## config.mk

```make
export PLATFORM = sky130hd
export DESIGN_NAME = clksrc_core
export DESIGN_NICKNAME = d
export VERILOG_FILES = /design/src/clksrc_pkg.sv /design/src/clksrc_core.sv
export VERILOG_INCLUDE_DIRS = /design/src
export SDC_FILE = /design/constraint.sdc
export NUM_CORES = 1
export LEC_CHECK = 0
export BUFFER_PORTS_ARGS = -buffer_cell sky130_fd_sc_hd__buf_2
export CAP_MARGIN = 20
export CORE_MARGIN = 1
export CORE_UTILIZATION = 45
export DETAILED_ROUTE_END_ITERATION = 16
export PLACE_DENSITY_LB_ADDON = 0.12
export SLEW_MARGIN = 40
export SYNTH_ARGS = -nofsm -noshare
export SYNTH_HDL_FRONTEND = slang
export SYNTH_SLANG_ARGS = --single-unit
export TNS_END_PERCENT = 100
```

## constraint.sdc

```tcl
create_clock -name CLOCK -period 3.6 [get_ports CLOCK]
set_input_delay 0.18 -clock CLOCK [delete_from_list [all_inputs] [get_ports CLOCK]]
set_output_delay 0.18 -clock CLOCK [all_outputs]
set_load 0.05 [all_outputs]
```

## src/clksrc_defs.svh

```systemverilog
// Purpose: constants of the programmable clock command source
// Assumes: 20 MHz system clock
// Notes:   command codes, answers and timing counts
`ifndef CLKSRC_DEFS_SVH
`define CLKSRC_DEFS_SVH

// ==========================================================
// command and answer codes
`define CMD_FREQ_ONE     8'h00
`define CMD_FREQ_TWO     8'h02
`define CMD_FREQ_FOUR    8'h04
`define CMD_FREQ_EIGHT   8'h06
`define CMD_FREQ_SIXTEEN 8'h08
`define CMD_QUERY        8'h0a
`define ANS_OK           8'h00
`define ANS_BAD          8'h01
`define ANS_BUSY         8'h02

// ==========================================================
// rates
`define CLK_MHZ      20
`define BASE_MHZ     16
`define REF_HZ       32768
`define CLK_HZ       (`CLK_MHZ * 1000000)
`define REF_GCD      8
`define REF_STEP     (`REF_HZ / `REF_GCD)
`define REF_MOD      (`CLK_HZ / `REF_GCD)
`define BAUD_RATE    4800
`define BAUD_DIV(m)  (((m) * 1000000) / `BAUD_RATE)
`define SEL_RESET    3'h4
`define SEL_DEFAULT  3'h0
// longest wait to answer: one whole answer frame at 1 MHz
`define REPLY_MAX    16'ha410

`endif

```

## src/clksrc_pkg.sv

```systemverilog
// Purpose: types of the programmable clock command source
// Assumes: nothing
// Notes:   one-hot controller states
package clksrc_pkg;

	// ==========================================================
	// controller states
	typedef enum logic [3:0] {
		ST_INIT  = 4'b0001,
		ST_IDLE  = 4'b0010,
		ST_EXEC  = 4'b0100,
		ST_REPLY = 4'b1000
	} ctrl_state_t;

	typedef logic [2:0] freq_sel_t; // 0..4 = 1,2,4,8,16 MHz

endpackage : clksrc_pkg

```

## src/clksrc_core.sv

```systemverilog
// Purpose: clock source driven by one-byte commands over uart or spi
// Assumes: inputs synchronous to CLOCK; persistent memory outside
// Notes:   clock outputs are one-cycle enable pulses at average rate
// Behaviour
// - output clock selectable among 1, 2, 4, 8 and 16 MHz.
// - a 32.768 kHz reference pulse runs always, unaffected by selection.
// - after reset run at 16 MHz base, then apply the stored command.
// - every accepted frequency selection is written to persistent memory.
// - initial memory contents give a 1 MHz output.
// - uart runs at 4800 baud, one stop bit, no parity.
// - spi slave, active low select, clock idles low, changes on rise, samples on fall.
// - every command is exactly one byte on either interface.
// - codes 00,02,04,06,08 select 1,2,4,8,16 MHz.
// - on spi the host polls with 0a and reads status next byte.
// - on uart one answer byte follows each executed command.
// - answers: 00 done, 01 unknown command, 02 still executing.
// - uart baud counters reload whenever the output frequency changes.
`timescale 1ns/1ps
`include "clksrc_defs.svh"

module clksrc_core (
	input  wire logic       CLOCK,
	input  wire logic       RST_N,
	input  wire logic       UART_RXD,
	output logic            UART_TXD,
	input  wire logic       SPI_CS_N,
	input  wire logic       SPI_SCLK,
	input  wire logic       SPI_MOSI,
	output logic            SPI_MISO,
	output logic            SPI_MISO_OE,
	input  wire logic [7:0] NV_RD_DATA,
	input  wire logic       NV_READY,
	output logic            NV_WR_EN,
	output logic [7:0]      NV_WR_DATA,
	output logic            FREQ_TICK,
	output logic            REF_TICK,
	output logic [2:0]      FREQ_SEL,
	output logic            BUSY
);
	// ==========================================================
	// declarations
	clksrc_pkg::ctrl_state_t state_reg;
	clksrc_pkg::freq_sel_t   sel_reg;
	logic [4:0]  base_acc_reg;
	logic [4:0]  div_cnt_reg;
	logic [21:0] ref_acc_reg;
	logic [7:0]  status_reg;
	logic [7:0]  cmd_reg;
	logic        cmd_uart_reg;
	logic        base_tick;
	logic        sel_chg;
	logic [11:0] baud_div;
	logic [11:0] rx_cnt_reg;
	logic [3:0]  rx_bit_reg;
	logic        rx_act_reg;
	logic [7:0]  rx_sh_reg;
	logic        rx_done_reg;
	logic [11:0] tx_cnt_reg;
	logic [3:0]  tx_bit_reg;
	logic [9:0]  tx_sh_reg;
	logic        tx_start;
	logic        sclk_prev_reg;
	logic        cs_prev_reg;
	logic [2:0]  spi_bit_reg;
	logic [7:0]  spi_rx_reg;
	logic [7:0]  spi_tx_reg;
	logic        spi_done_reg;
	logic        spi_rise;
	logic        spi_fall;
	logic        cmd_in;
	logic [7:0]  cmd_byte;
	logic        dec_ok;
	clksrc_pkg::freq_sel_t dec_sel;
	logic [15:0] reply_wait_reg;

	// divider ratio 16/f is a power of two: 16 >> sel
	function automatic logic [4:0] div_of(clksrc_pkg::freq_sel_t s);
		div_of = 5'h10 >> s;
	endfunction : div_of

	// ==========================================================
	// clock generation
	// 16 MHz base: 16 steps modulo 20 per cycle
	// one bit wider so the sum cannot wrap before the compare
	assign base_tick = ({1'b0, base_acc_reg} + 6'(`BASE_MHZ))
	                   >= 6'(`CLK_MHZ);
	always_ff @(posedge CLOCK or negedge RST_N) begin
		if (!RST_N)
			base_acc_reg <= 5'h00;
		else if (base_tick)
			base_acc_reg <= base_acc_reg + 5'(`BASE_MHZ) - 5'(`CLK_MHZ);
		else
			base_acc_reg <= base_acc_reg + 5'(`BASE_MHZ);
	end

	// divide base ticks down to the selected output rate
	always_ff @(posedge CLOCK or negedge RST_N) begin
		if (!RST_N) begin
			div_cnt_reg <= 5'h00;
			FREQ_TICK   <= 1'b0;
		end else begin
			FREQ_TICK <= 1'b0;
			if (sel_chg)
				div_cnt_reg <= 5'h00;
			else if (base_tick) begin
				if (div_cnt_reg >= div_of(sel_reg) - 5'h01) begin
					div_cnt_reg <= 5'h00;
					FREQ_TICK   <= 1'b1;
				end else
					div_cnt_reg <= div_cnt_reg + 5'h01;
			end
		end
	end

	// free running reference, never touched by selection
	always_ff @(posedge CLOCK or negedge RST_N) begin
		if (!RST_N) begin
			ref_acc_reg <= 22'h000000;
			REF_TICK    <= 1'b0;
		end else if (ref_acc_reg + 22'(`REF_STEP) >= 22'(`REF_MOD)) begin
			ref_acc_reg <= ref_acc_reg + 22'(`REF_STEP) - 22'(`REF_MOD);
			REF_TICK    <= 1'b1;
		end else begin
			ref_acc_reg <= ref_acc_reg + 22'(`REF_STEP);
			REF_TICK    <= 1'b0;
		end
	end

	// baud divisor in output-clock ticks for the current selection
	always_comb begin
		case (sel_reg)
			3'h0:    baud_div = 12'(`BAUD_DIV(1));
			3'h1:    baud_div = 12'(`BAUD_DIV(2));
			3'h2:    baud_div = 12'(`BAUD_DIV(4));
			3'h3:    baud_div = 12'(`BAUD_DIV(8));
			default: baud_div = 12'(`BAUD_DIV(16));
		endcase
	end

	// ==========================================================
	// uart receiver, 8N1, timed from the output clock
	always_ff @(posedge CLOCK or negedge RST_N) begin
		if (!RST_N) begin
			rx_act_reg  <= 1'b0;
			rx_cnt_reg  <= 12'h000;
			rx_bit_reg  <= 4'h0;
			rx_sh_reg   <= 8'h00;
			rx_done_reg <= 1'b0;
		end else begin
			rx_done_reg <= 1'b0;
			if (sel_chg)
				rx_cnt_reg <= baud_div;
			if (!rx_act_reg) begin
				if (!UART_RXD) begin
					rx_act_reg <= 1'b1;
					rx_bit_reg <= 4'h0;
					rx_cnt_reg <= baud_div >> 1;
				end
			end else if (FREQ_TICK && !sel_chg) begin
				if (rx_cnt_reg != 12'h000)
					rx_cnt_reg <= rx_cnt_reg - 12'h001;
				else begin
					rx_cnt_reg <= baud_div;
					rx_bit_reg <= rx_bit_reg + 4'h1;
					if (rx_bit_reg == 4'h0 && UART_RXD)
						rx_act_reg <= 1'b0; // false start
					else if (rx_bit_reg == 4'h9) begin
						rx_act_reg  <= 1'b0;
						rx_done_reg <= UART_RXD;
					end else if (rx_bit_reg != 4'h0)
						rx_sh_reg <= {UART_RXD, rx_sh_reg[7:1]};
				end
			end
		end
	end

	// uart transmitter: start, 8 data lsb first, one stop
	always_ff @(posedge CLOCK or negedge RST_N) begin
		if (!RST_N) begin
			tx_sh_reg  <= 10'h3ff;
			tx_cnt_reg <= 12'h000;
			tx_bit_reg <= 4'h0;
		end else if (tx_start) begin
			tx_sh_reg  <= {1'b1, status_reg, 1'b0};
			tx_cnt_reg <= baud_div;
			tx_bit_reg <= 4'ha;
		end else if (sel_chg)
			tx_cnt_reg <= baud_div;
		else if (FREQ_TICK && tx_bit_reg != 4'h0) begin
			if (tx_cnt_reg != 12'h000)
				tx_cnt_reg <= tx_cnt_reg - 12'h001;
			else begin
				tx_cnt_reg <= baud_div;
				tx_bit_reg <= tx_bit_reg - 4'h1;
				tx_sh_reg  <= {1'b1, tx_sh_reg[9:1]};
			end
		end
	end
	assign UART_TXD = tx_sh_reg[0];

	// ==========================================================
	// spi slave: data changes on the rise, is sampled on the fall
	assign spi_rise = SPI_SCLK && !sclk_prev_reg && !SPI_CS_N;
	assign spi_fall = !SPI_SCLK && sclk_prev_reg && !SPI_CS_N;
	always_ff @(posedge CLOCK or negedge RST_N) begin
		if (!RST_N) begin
			sclk_prev_reg <= 1'b0;
			cs_prev_reg   <= 1'b1;
			spi_bit_reg   <= 3'h0;
			spi_rx_reg    <= 8'h00;
			spi_tx_reg    <= 8'h00;
			spi_done_reg  <= 1'b0;
		end else begin
			sclk_prev_reg <= SPI_SCLK;
			cs_prev_reg   <= SPI_CS_N;
			spi_done_reg  <= 1'b0;
			if (SPI_CS_N)
				spi_bit_reg <= 3'h0; // partial byte dropped
			else if (cs_prev_reg || (spi_rise && spi_bit_reg == 3'h0))
				spi_tx_reg <= status_reg;
			else if (spi_rise)
				spi_tx_reg <= {spi_tx_reg[6:0], 1'b0};
			if (spi_fall) begin
				spi_rx_reg   <= {spi_rx_reg[6:0], SPI_MOSI};
				spi_bit_reg  <= spi_bit_reg + 3'h1;
				spi_done_reg <= (spi_bit_reg == 3'h7);
			end
		end
	end
	assign SPI_MISO    = spi_tx_reg[7];
	assign SPI_MISO_OE = !SPI_CS_N;

	// ==========================================================
	// command decode, uart wins a same-cycle tie
	assign cmd_in   = rx_done_reg || spi_done_reg;
	assign cmd_byte = rx_done_reg ? rx_sh_reg : spi_rx_reg;
	assign dec_ok   = !cmd_byte[0] && cmd_byte <= `CMD_FREQ_SIXTEEN;
	assign dec_sel  = cmd_byte[3:1];

	// controller: restore, execute, store, answer
	always_ff @(posedge CLOCK or negedge RST_N) begin
		if (!RST_N) begin
			state_reg    <= clksrc_pkg::ST_INIT;
			sel_reg      <= `SEL_RESET;
			status_reg   <= `ANS_OK;
			cmd_reg      <= `CMD_FREQ_ONE;
			cmd_uart_reg <= 1'b0;
			sel_chg      <= 1'b0;
			NV_WR_EN     <= 1'b0;
		end else begin
			sel_chg  <= 1'b0;
			NV_WR_EN <= 1'b0;
			case (state_reg)
				clksrc_pkg::ST_INIT: begin
					// stored code, or 1 MHz if not a frequency code
					if (!NV_RD_DATA[0] && NV_RD_DATA <= `CMD_FREQ_SIXTEEN)
						sel_reg <= NV_RD_DATA[3:1];
					else
						sel_reg <= `SEL_DEFAULT;
					sel_chg   <= 1'b1;
					state_reg <= clksrc_pkg::ST_IDLE;
				end
				clksrc_pkg::ST_IDLE: begin
					if (cmd_in) begin
						cmd_uart_reg <= rx_done_reg;
						if (dec_ok) begin
							cmd_reg    <= cmd_byte;
							sel_reg    <= dec_sel;
							sel_chg    <= (dec_sel != sel_reg);
							status_reg <= `ANS_BUSY;
							state_reg  <= clksrc_pkg::ST_EXEC;
						end else if (cmd_byte != `CMD_QUERY) begin
							status_reg <= `ANS_BAD;
							if (rx_done_reg)
								state_reg <= clksrc_pkg::ST_REPLY;
						end else if (rx_done_reg)
							state_reg <= clksrc_pkg::ST_REPLY;
					end
				end
				clksrc_pkg::ST_EXEC: begin
					if (NV_READY) begin
						NV_WR_EN   <= 1'b1;
						status_reg <= `ANS_OK;
						state_reg  <= cmd_uart_reg ? clksrc_pkg::ST_REPLY
						                           : clksrc_pkg::ST_IDLE;
					end
				end
				clksrc_pkg::ST_REPLY: begin
					if (tx_start)
						state_reg <= clksrc_pkg::ST_IDLE;
				end
				default: state_reg <= clksrc_pkg::ST_INIT;
			endcase
		end
	end
	assign tx_start   = (state_reg == clksrc_pkg::ST_REPLY) &&
	                    (tx_bit_reg == 4'h0);
	assign NV_WR_DATA = cmd_reg;
	assign FREQ_SEL   = sel_reg;
	assign BUSY       = (state_reg != clksrc_pkg::ST_IDLE);

	// ==========================================================
	// checks
	property p_ref_period;
		@(posedge CLOCK) disable iff (!RST_N)
		REF_TICK |=> !REF_TICK [*8];
	endproperty
	a_ref_period: assert property (p_ref_period)
		else $error("reference ticks too close");

	property p_init_default;
		@(posedge CLOCK) disable iff (!RST_N)
		(state_reg == clksrc_pkg::ST_INIT && NV_RD_DATA == 8'hff)
			|=> FREQ_SEL == 3'h0;
	endproperty
	a_init_default: assert property (p_init_default)
		else $error("invalid stored code did not give 1 MHz");

	property p_init_restore;
		@(posedge CLOCK) disable iff (!RST_N)
		(state_reg == clksrc_pkg::ST_INIT && !NV_RD_DATA[0]
			&& NV_RD_DATA <= `CMD_FREQ_SIXTEEN)
			|=> FREQ_SEL == $past(NV_RD_DATA[3:1]);
	endproperty
	a_init_restore: assert property (p_init_restore)
		else $error("stored code not applied");

	property p_store;
		@(posedge CLOCK) disable iff (!RST_N)
		NV_WR_EN |-> NV_WR_DATA[0] == 1'b0 && NV_WR_DATA <= 8'h08
			&& FREQ_SEL == NV_WR_DATA[3:1];
	endproperty
	a_store: assert property (p_store)
		else $error("stored value differs from selection");

	property p_decode;
		@(posedge CLOCK) disable iff (!RST_N)
		(state_reg == clksrc_pkg::ST_IDLE && cmd_in && dec_ok)
			|=> FREQ_SEL == $past(cmd_byte[3:1]) && status_reg == 8'h02;
	endproperty
	a_decode: assert property (p_decode)
		else $error("frequency command not decoded");

	property p_bad;
		@(posedge CLOCK) disable iff (!RST_N)
		(state_reg == clksrc_pkg::ST_IDLE && cmd_in && !dec_ok
			&& cmd_byte != 8'h0a)
			|=> status_reg == 8'h01 && $stable(FREQ_SEL) && !NV_WR_EN;
	endproperty
	a_bad: assert property (p_bad)
		else $error("unknown command changed state");

	// cycles spent waiting to answer, saturating
	always_ff @(posedge CLOCK or negedge RST_N) begin
		if (!RST_N)
			reply_wait_reg <= 16'h0000;
		else if (state_reg != clksrc_pkg::ST_REPLY)
			reply_wait_reg <= 16'h0000;
		else if (reply_wait_reg != 16'hffff)
			reply_wait_reg <= reply_wait_reg + 16'h0001;
	end

	property p_uart_reply;
		@(posedge CLOCK) disable iff (!RST_N)
		(state_reg == clksrc_pkg::ST_REPLY) |-> reply_wait_reg < `REPLY_MAX;
	endproperty
	a_uart_reply: assert property (p_uart_reply)
		else $error("no answer on uart");

	property p_tx_start;
		@(posedge CLOCK) disable iff (!RST_N)
		tx_start |=> !UART_TXD && tx_bit_reg == 4'ha;
	endproperty
	a_tx_start: assert property (p_tx_start)
		else $error("answer frame did not start");

	property p_tick_rate;
		@(posedge CLOCK) disable iff (!RST_N)
		(FREQ_TICK && FREQ_SEL == 3'h0) |=> !FREQ_TICK [*8];
	endproperty
	a_tick_rate: assert property (p_tick_rate)
		else $error("1 MHz ticks too close");

	property p_baud_reload;
		@(posedge CLOCK) disable iff (!RST_N)
		sel_chg && tx_bit_reg != 4'h0 && !tx_start |=> tx_cnt_reg == baud_div;
	endproperty
	a_baud_reload: assert property (p_baud_reload)
		else $error("baud counter not reloaded");

	property p_spi_oe;
		@(posedge CLOCK) disable iff (!RST_N)
		SPI_CS_N |-> !SPI_MISO_OE;
	endproperty
	a_spi_oe: assert property (p_spi_oe)
		else $error("miso driven while deselected");

	c_uart_cmd: cover property (@(posedge CLOCK) disable iff (!RST_N)
		rx_done_reg && dec_ok);
	c_spi_cmd: cover property (@(posedge CLOCK) disable iff (!RST_N)
		spi_done_reg && dec_ok);
	c_spi_query: cover property (@(posedge CLOCK) disable iff (!RST_N)
		spi_done_reg && spi_rx_reg == 8'h0a);
	c_uart_bad: cover property (@(posedge CLOCK) disable iff (!RST_N)
		tx_start && status_reg == 8'h01);

endmodule : clksrc_core

```

==> results.json <==
{
  "synthFlopType": "dfrtp_1",
  "largest_register_ffs": 17,
  "grt.total_usage": 0.209,
  "synth.area.top_cells": "dfrtp_1, o21ai_0, dfstp_2, ha_1, nand2_1",
  "antenna_found_initial": 0,
  "end_kind": "flip-flop",
  "slowest_delay_ps": 730,
  "rows": 44,
  "clock_latency_ps": 410,
  "hold_viol": 0,
  "design.die.area_um2": 15400,
  "start_util": 0.462,
  "post-route-min-period_ps": 3000,
  "yosys.area.top_type": "dfrtp_1",
  "whs_ps": 79.8,
  "leakage_nw": 3.46,
  "drcViolationCount": 0,
  "crit_fanout": 18,
  "yosysSeqAreaShare": 0.449,
  "sw_frac_of_total": 0.380,
  "drive_gt1_frac": 0.145,
  "power.density_nw_per_um2": 686,
  "antennaDiodeCount": 0,
  "wire_per_inst_um": 15.7,
  "chipHeight_um": 124,
  "firstDrtPassIters": 5,
  "maxSlewViolCount": 0,
  "path_buf_inv": 1,
  "finClkSkew_ps": 8.51,
  "power.share.combinational": 0.327,
  "start_kind": "flip-flop",
  "grt.overflow.total": 0,
  "coreArea_um2": 14500,
  "cts_htree_levels": 4,
  "path_clk_slew_ps": 60,
  "mostFrequentLayoutCells": "dfrtp_1, nand2_1, nor2_1",
  "layout_commonest_cell": "dfrtp_1",
  "die_w_um": 124,
  "hpwl_um": 10600,
  "grt_max_degree": 44,
  "syn_inst": 740,
  "vias": 5458,
  "root_buffer": "clkbuf_16",
  "hp-class": "primary input to flip-flop",
  "worstPathArrival_ps": 3320,
  "path_cells": "inv_1 > or3_1 > ha_1 > nand2b_1 > a21o_1 > a21o_1 > a21oi_1 > o2111ai_1 > nor2_1 > o21ai_0 > o31ai_1",
  "crit_slowest_cell": "dfstp_2",
  "worst_slew_pin_slew_ps": 744,
  "routabilityCongestion": 0.859,
  "vias_per_cell": 5.63,
  "drt_first_iter_violations": 357,
  "timing.fmax_mhz": 333,
  "p_seq_frac": 0.363,
  "ys_types": 67,
  "crit_top_cell": "a21o_1",
  "status": "complete, no violations",
  "clock-sinks": 120,
  "cts_resized": 0,
  "fin_nets": 814,
  "synthArstFlopShare": 1.00,
  "ctsLongestPathBuffers": 2,
  "nFillCells": 1356,
  "relSlewSlack": 0.502,
  "syn_nets": 780,
  "numCtsBuffers": 17,
  "synth_top_area_share": 0.402,
  "netlist_area_um2": 6720,
  "max-cap-violations": 0,
  "intPower_mw": 3.27,
  "p_switching_mw": 2.00,
  "utilization": 0.529,
  "grt_pass1_vias": 5401,
  "cts_tree": "yes",
  "portBuffers": 32,
  "path_class": "flip-flop to flip-flop",
  "cp_top_family": "compound AO/OA/AOI/OAI gates",
  "avgSynthCellArea_um2": 9.08,
  "ant_nets": 0,
  "worstPathRequired_ps": 3910,
  "synth_warnings": 0,
  "grt_setup_unrepaired": "false",
  "grt_first_pass_wirelength_um": 26200,
  "syn_to_final_growth_pct": 14.4,
  "synth_enable_flop_cells": 0,
  "fin_tns_setup_ps": 0,
  "drt_wl_total_um": 15200,
  "synth-seq-cells": 120,
  "finalSetupViolations": 0,
  "ios": 33,
  "peakVddDrop_mv": 0.476,
  "pwr-share-clk": 0.310,
  "period_share": 0.834
}
==> kinds of logic (layout without fill, tap and decap cells) <==
group | after synthesis | in the layout | share of synthesized area
compound gates | 195 | 195 | 0.179
xor+xnor | 36 | 36 | 0.0469
fa+ha+maj | 25 | 25 | 0.0465
buf+inv | 67 | 113 | 0.0385
flops | 120 | 120 | 0.449
mux | 31 | 31 | 0.0499
simple gates | 266 | 266 | 0.190
==> cells in the mapped netlist (all sizes together), types with 7 or more instances <==
master and number:
a211oi 7, a21oi 46, a31oi 12, and2 8
buf 7, clkbuf 25, dfrtp 108, dfstp 12
ha 25, inv 35, mux2 20, mux2i 11
nand2 82, nand2b 9, nand3 18, nor2 73
nor2b 13, nor3 27, nor4 7, o21ai 70
o31ai 7, xnor2 23, xor2 13
==> power groups by stage <==
stage	logic, mW	registers (mW)	clock network, mW
6_report	1.72	1.92	1.63
5_1_grt	1.93	1.96	1.74
4_1_cts	1.73	1.91	1.67
3_5_place_dp	1.71	1.93	0
3_3_place_gp	1.67	1.91	0
2_1_floorplan	1.29	1.86	0
==> metal layers <==
metal	GRT usage	vias up	wire length, um
met5	0	-	0
met4	0.0709	0	212
met3	0.0504	20	527
met2	0.344	92	7370
met1	0.269	2642	7080
li1	-	2704	-
==> what timing repair did <==
action | in CTS | in global routing
setup buffers | 0 | 0
hold buffers | 5 | 0
hold endpoints to repair | 36 | 0
==> per-stage QoR <==
stage | instances | power [mW] | cell area [um2] | worst slack [ps]
4_1_cts | 970 | 5.30 | 7690 | 614
3_5_place_dp | 934 | 3.64 | 7060 | 625
2_1_floorplan | 740 | 3.15 | 6720 | 701
6_report | 970 | 5.27 | 7690 | 598
5_1_grt | 970 | 5.63 | 7690 | 312
3_3_place_gp | 934 | 3.58 | 7060 | 763
==> final timing paths <==
path                       slack, ps                          to                     start  cells past startpoint
max                              600  div_cnt_reg[2]$_DFFE_PN0P_   FREQ_SEL[2]$_DFFE_PN1P_                     11
min                               80     FREQ_SEL[0]$_DFFE_PN0P_             NV_RD_DATA[1]                      3
max reg2reg                      600  div_cnt_reg[2]$_DFFE_PN0P_   FREQ_SEL[2]$_DFFE_PN1P_                     11
min reg2reg                      460    tx_sh_reg[8]$_DFFE_PN1P_  tx_sh_reg[8]$_DFFE_PN1P_                      2
max in group asynchronous       2360     FREQ_SEL[2]$_DFFE_PN1P_                     RST_N                      3
min in group asynchronous        290   base_acc_reg[4]$_DFF_PN0_                     RST_N                      2
==> final cells by class <==
class	count	area, um2	share of cell area
flip-flops and latches	120	3020	0.393
well taps	184	230	0.0299
multi-input cells	553	3450	0.448
repair buffers	47	288	0.0374
clock buffers	21	480	0.0625
inverters	35	131	0.0171
clock inverters	10	95.1	0.0124
==> worst min-delay path, delay by kind of cell <==
family,cells,cell delay [ps]
compound gates,2,170
buf+inv,1,100
No activity file was read; power rests on OpenSTA's default activity.
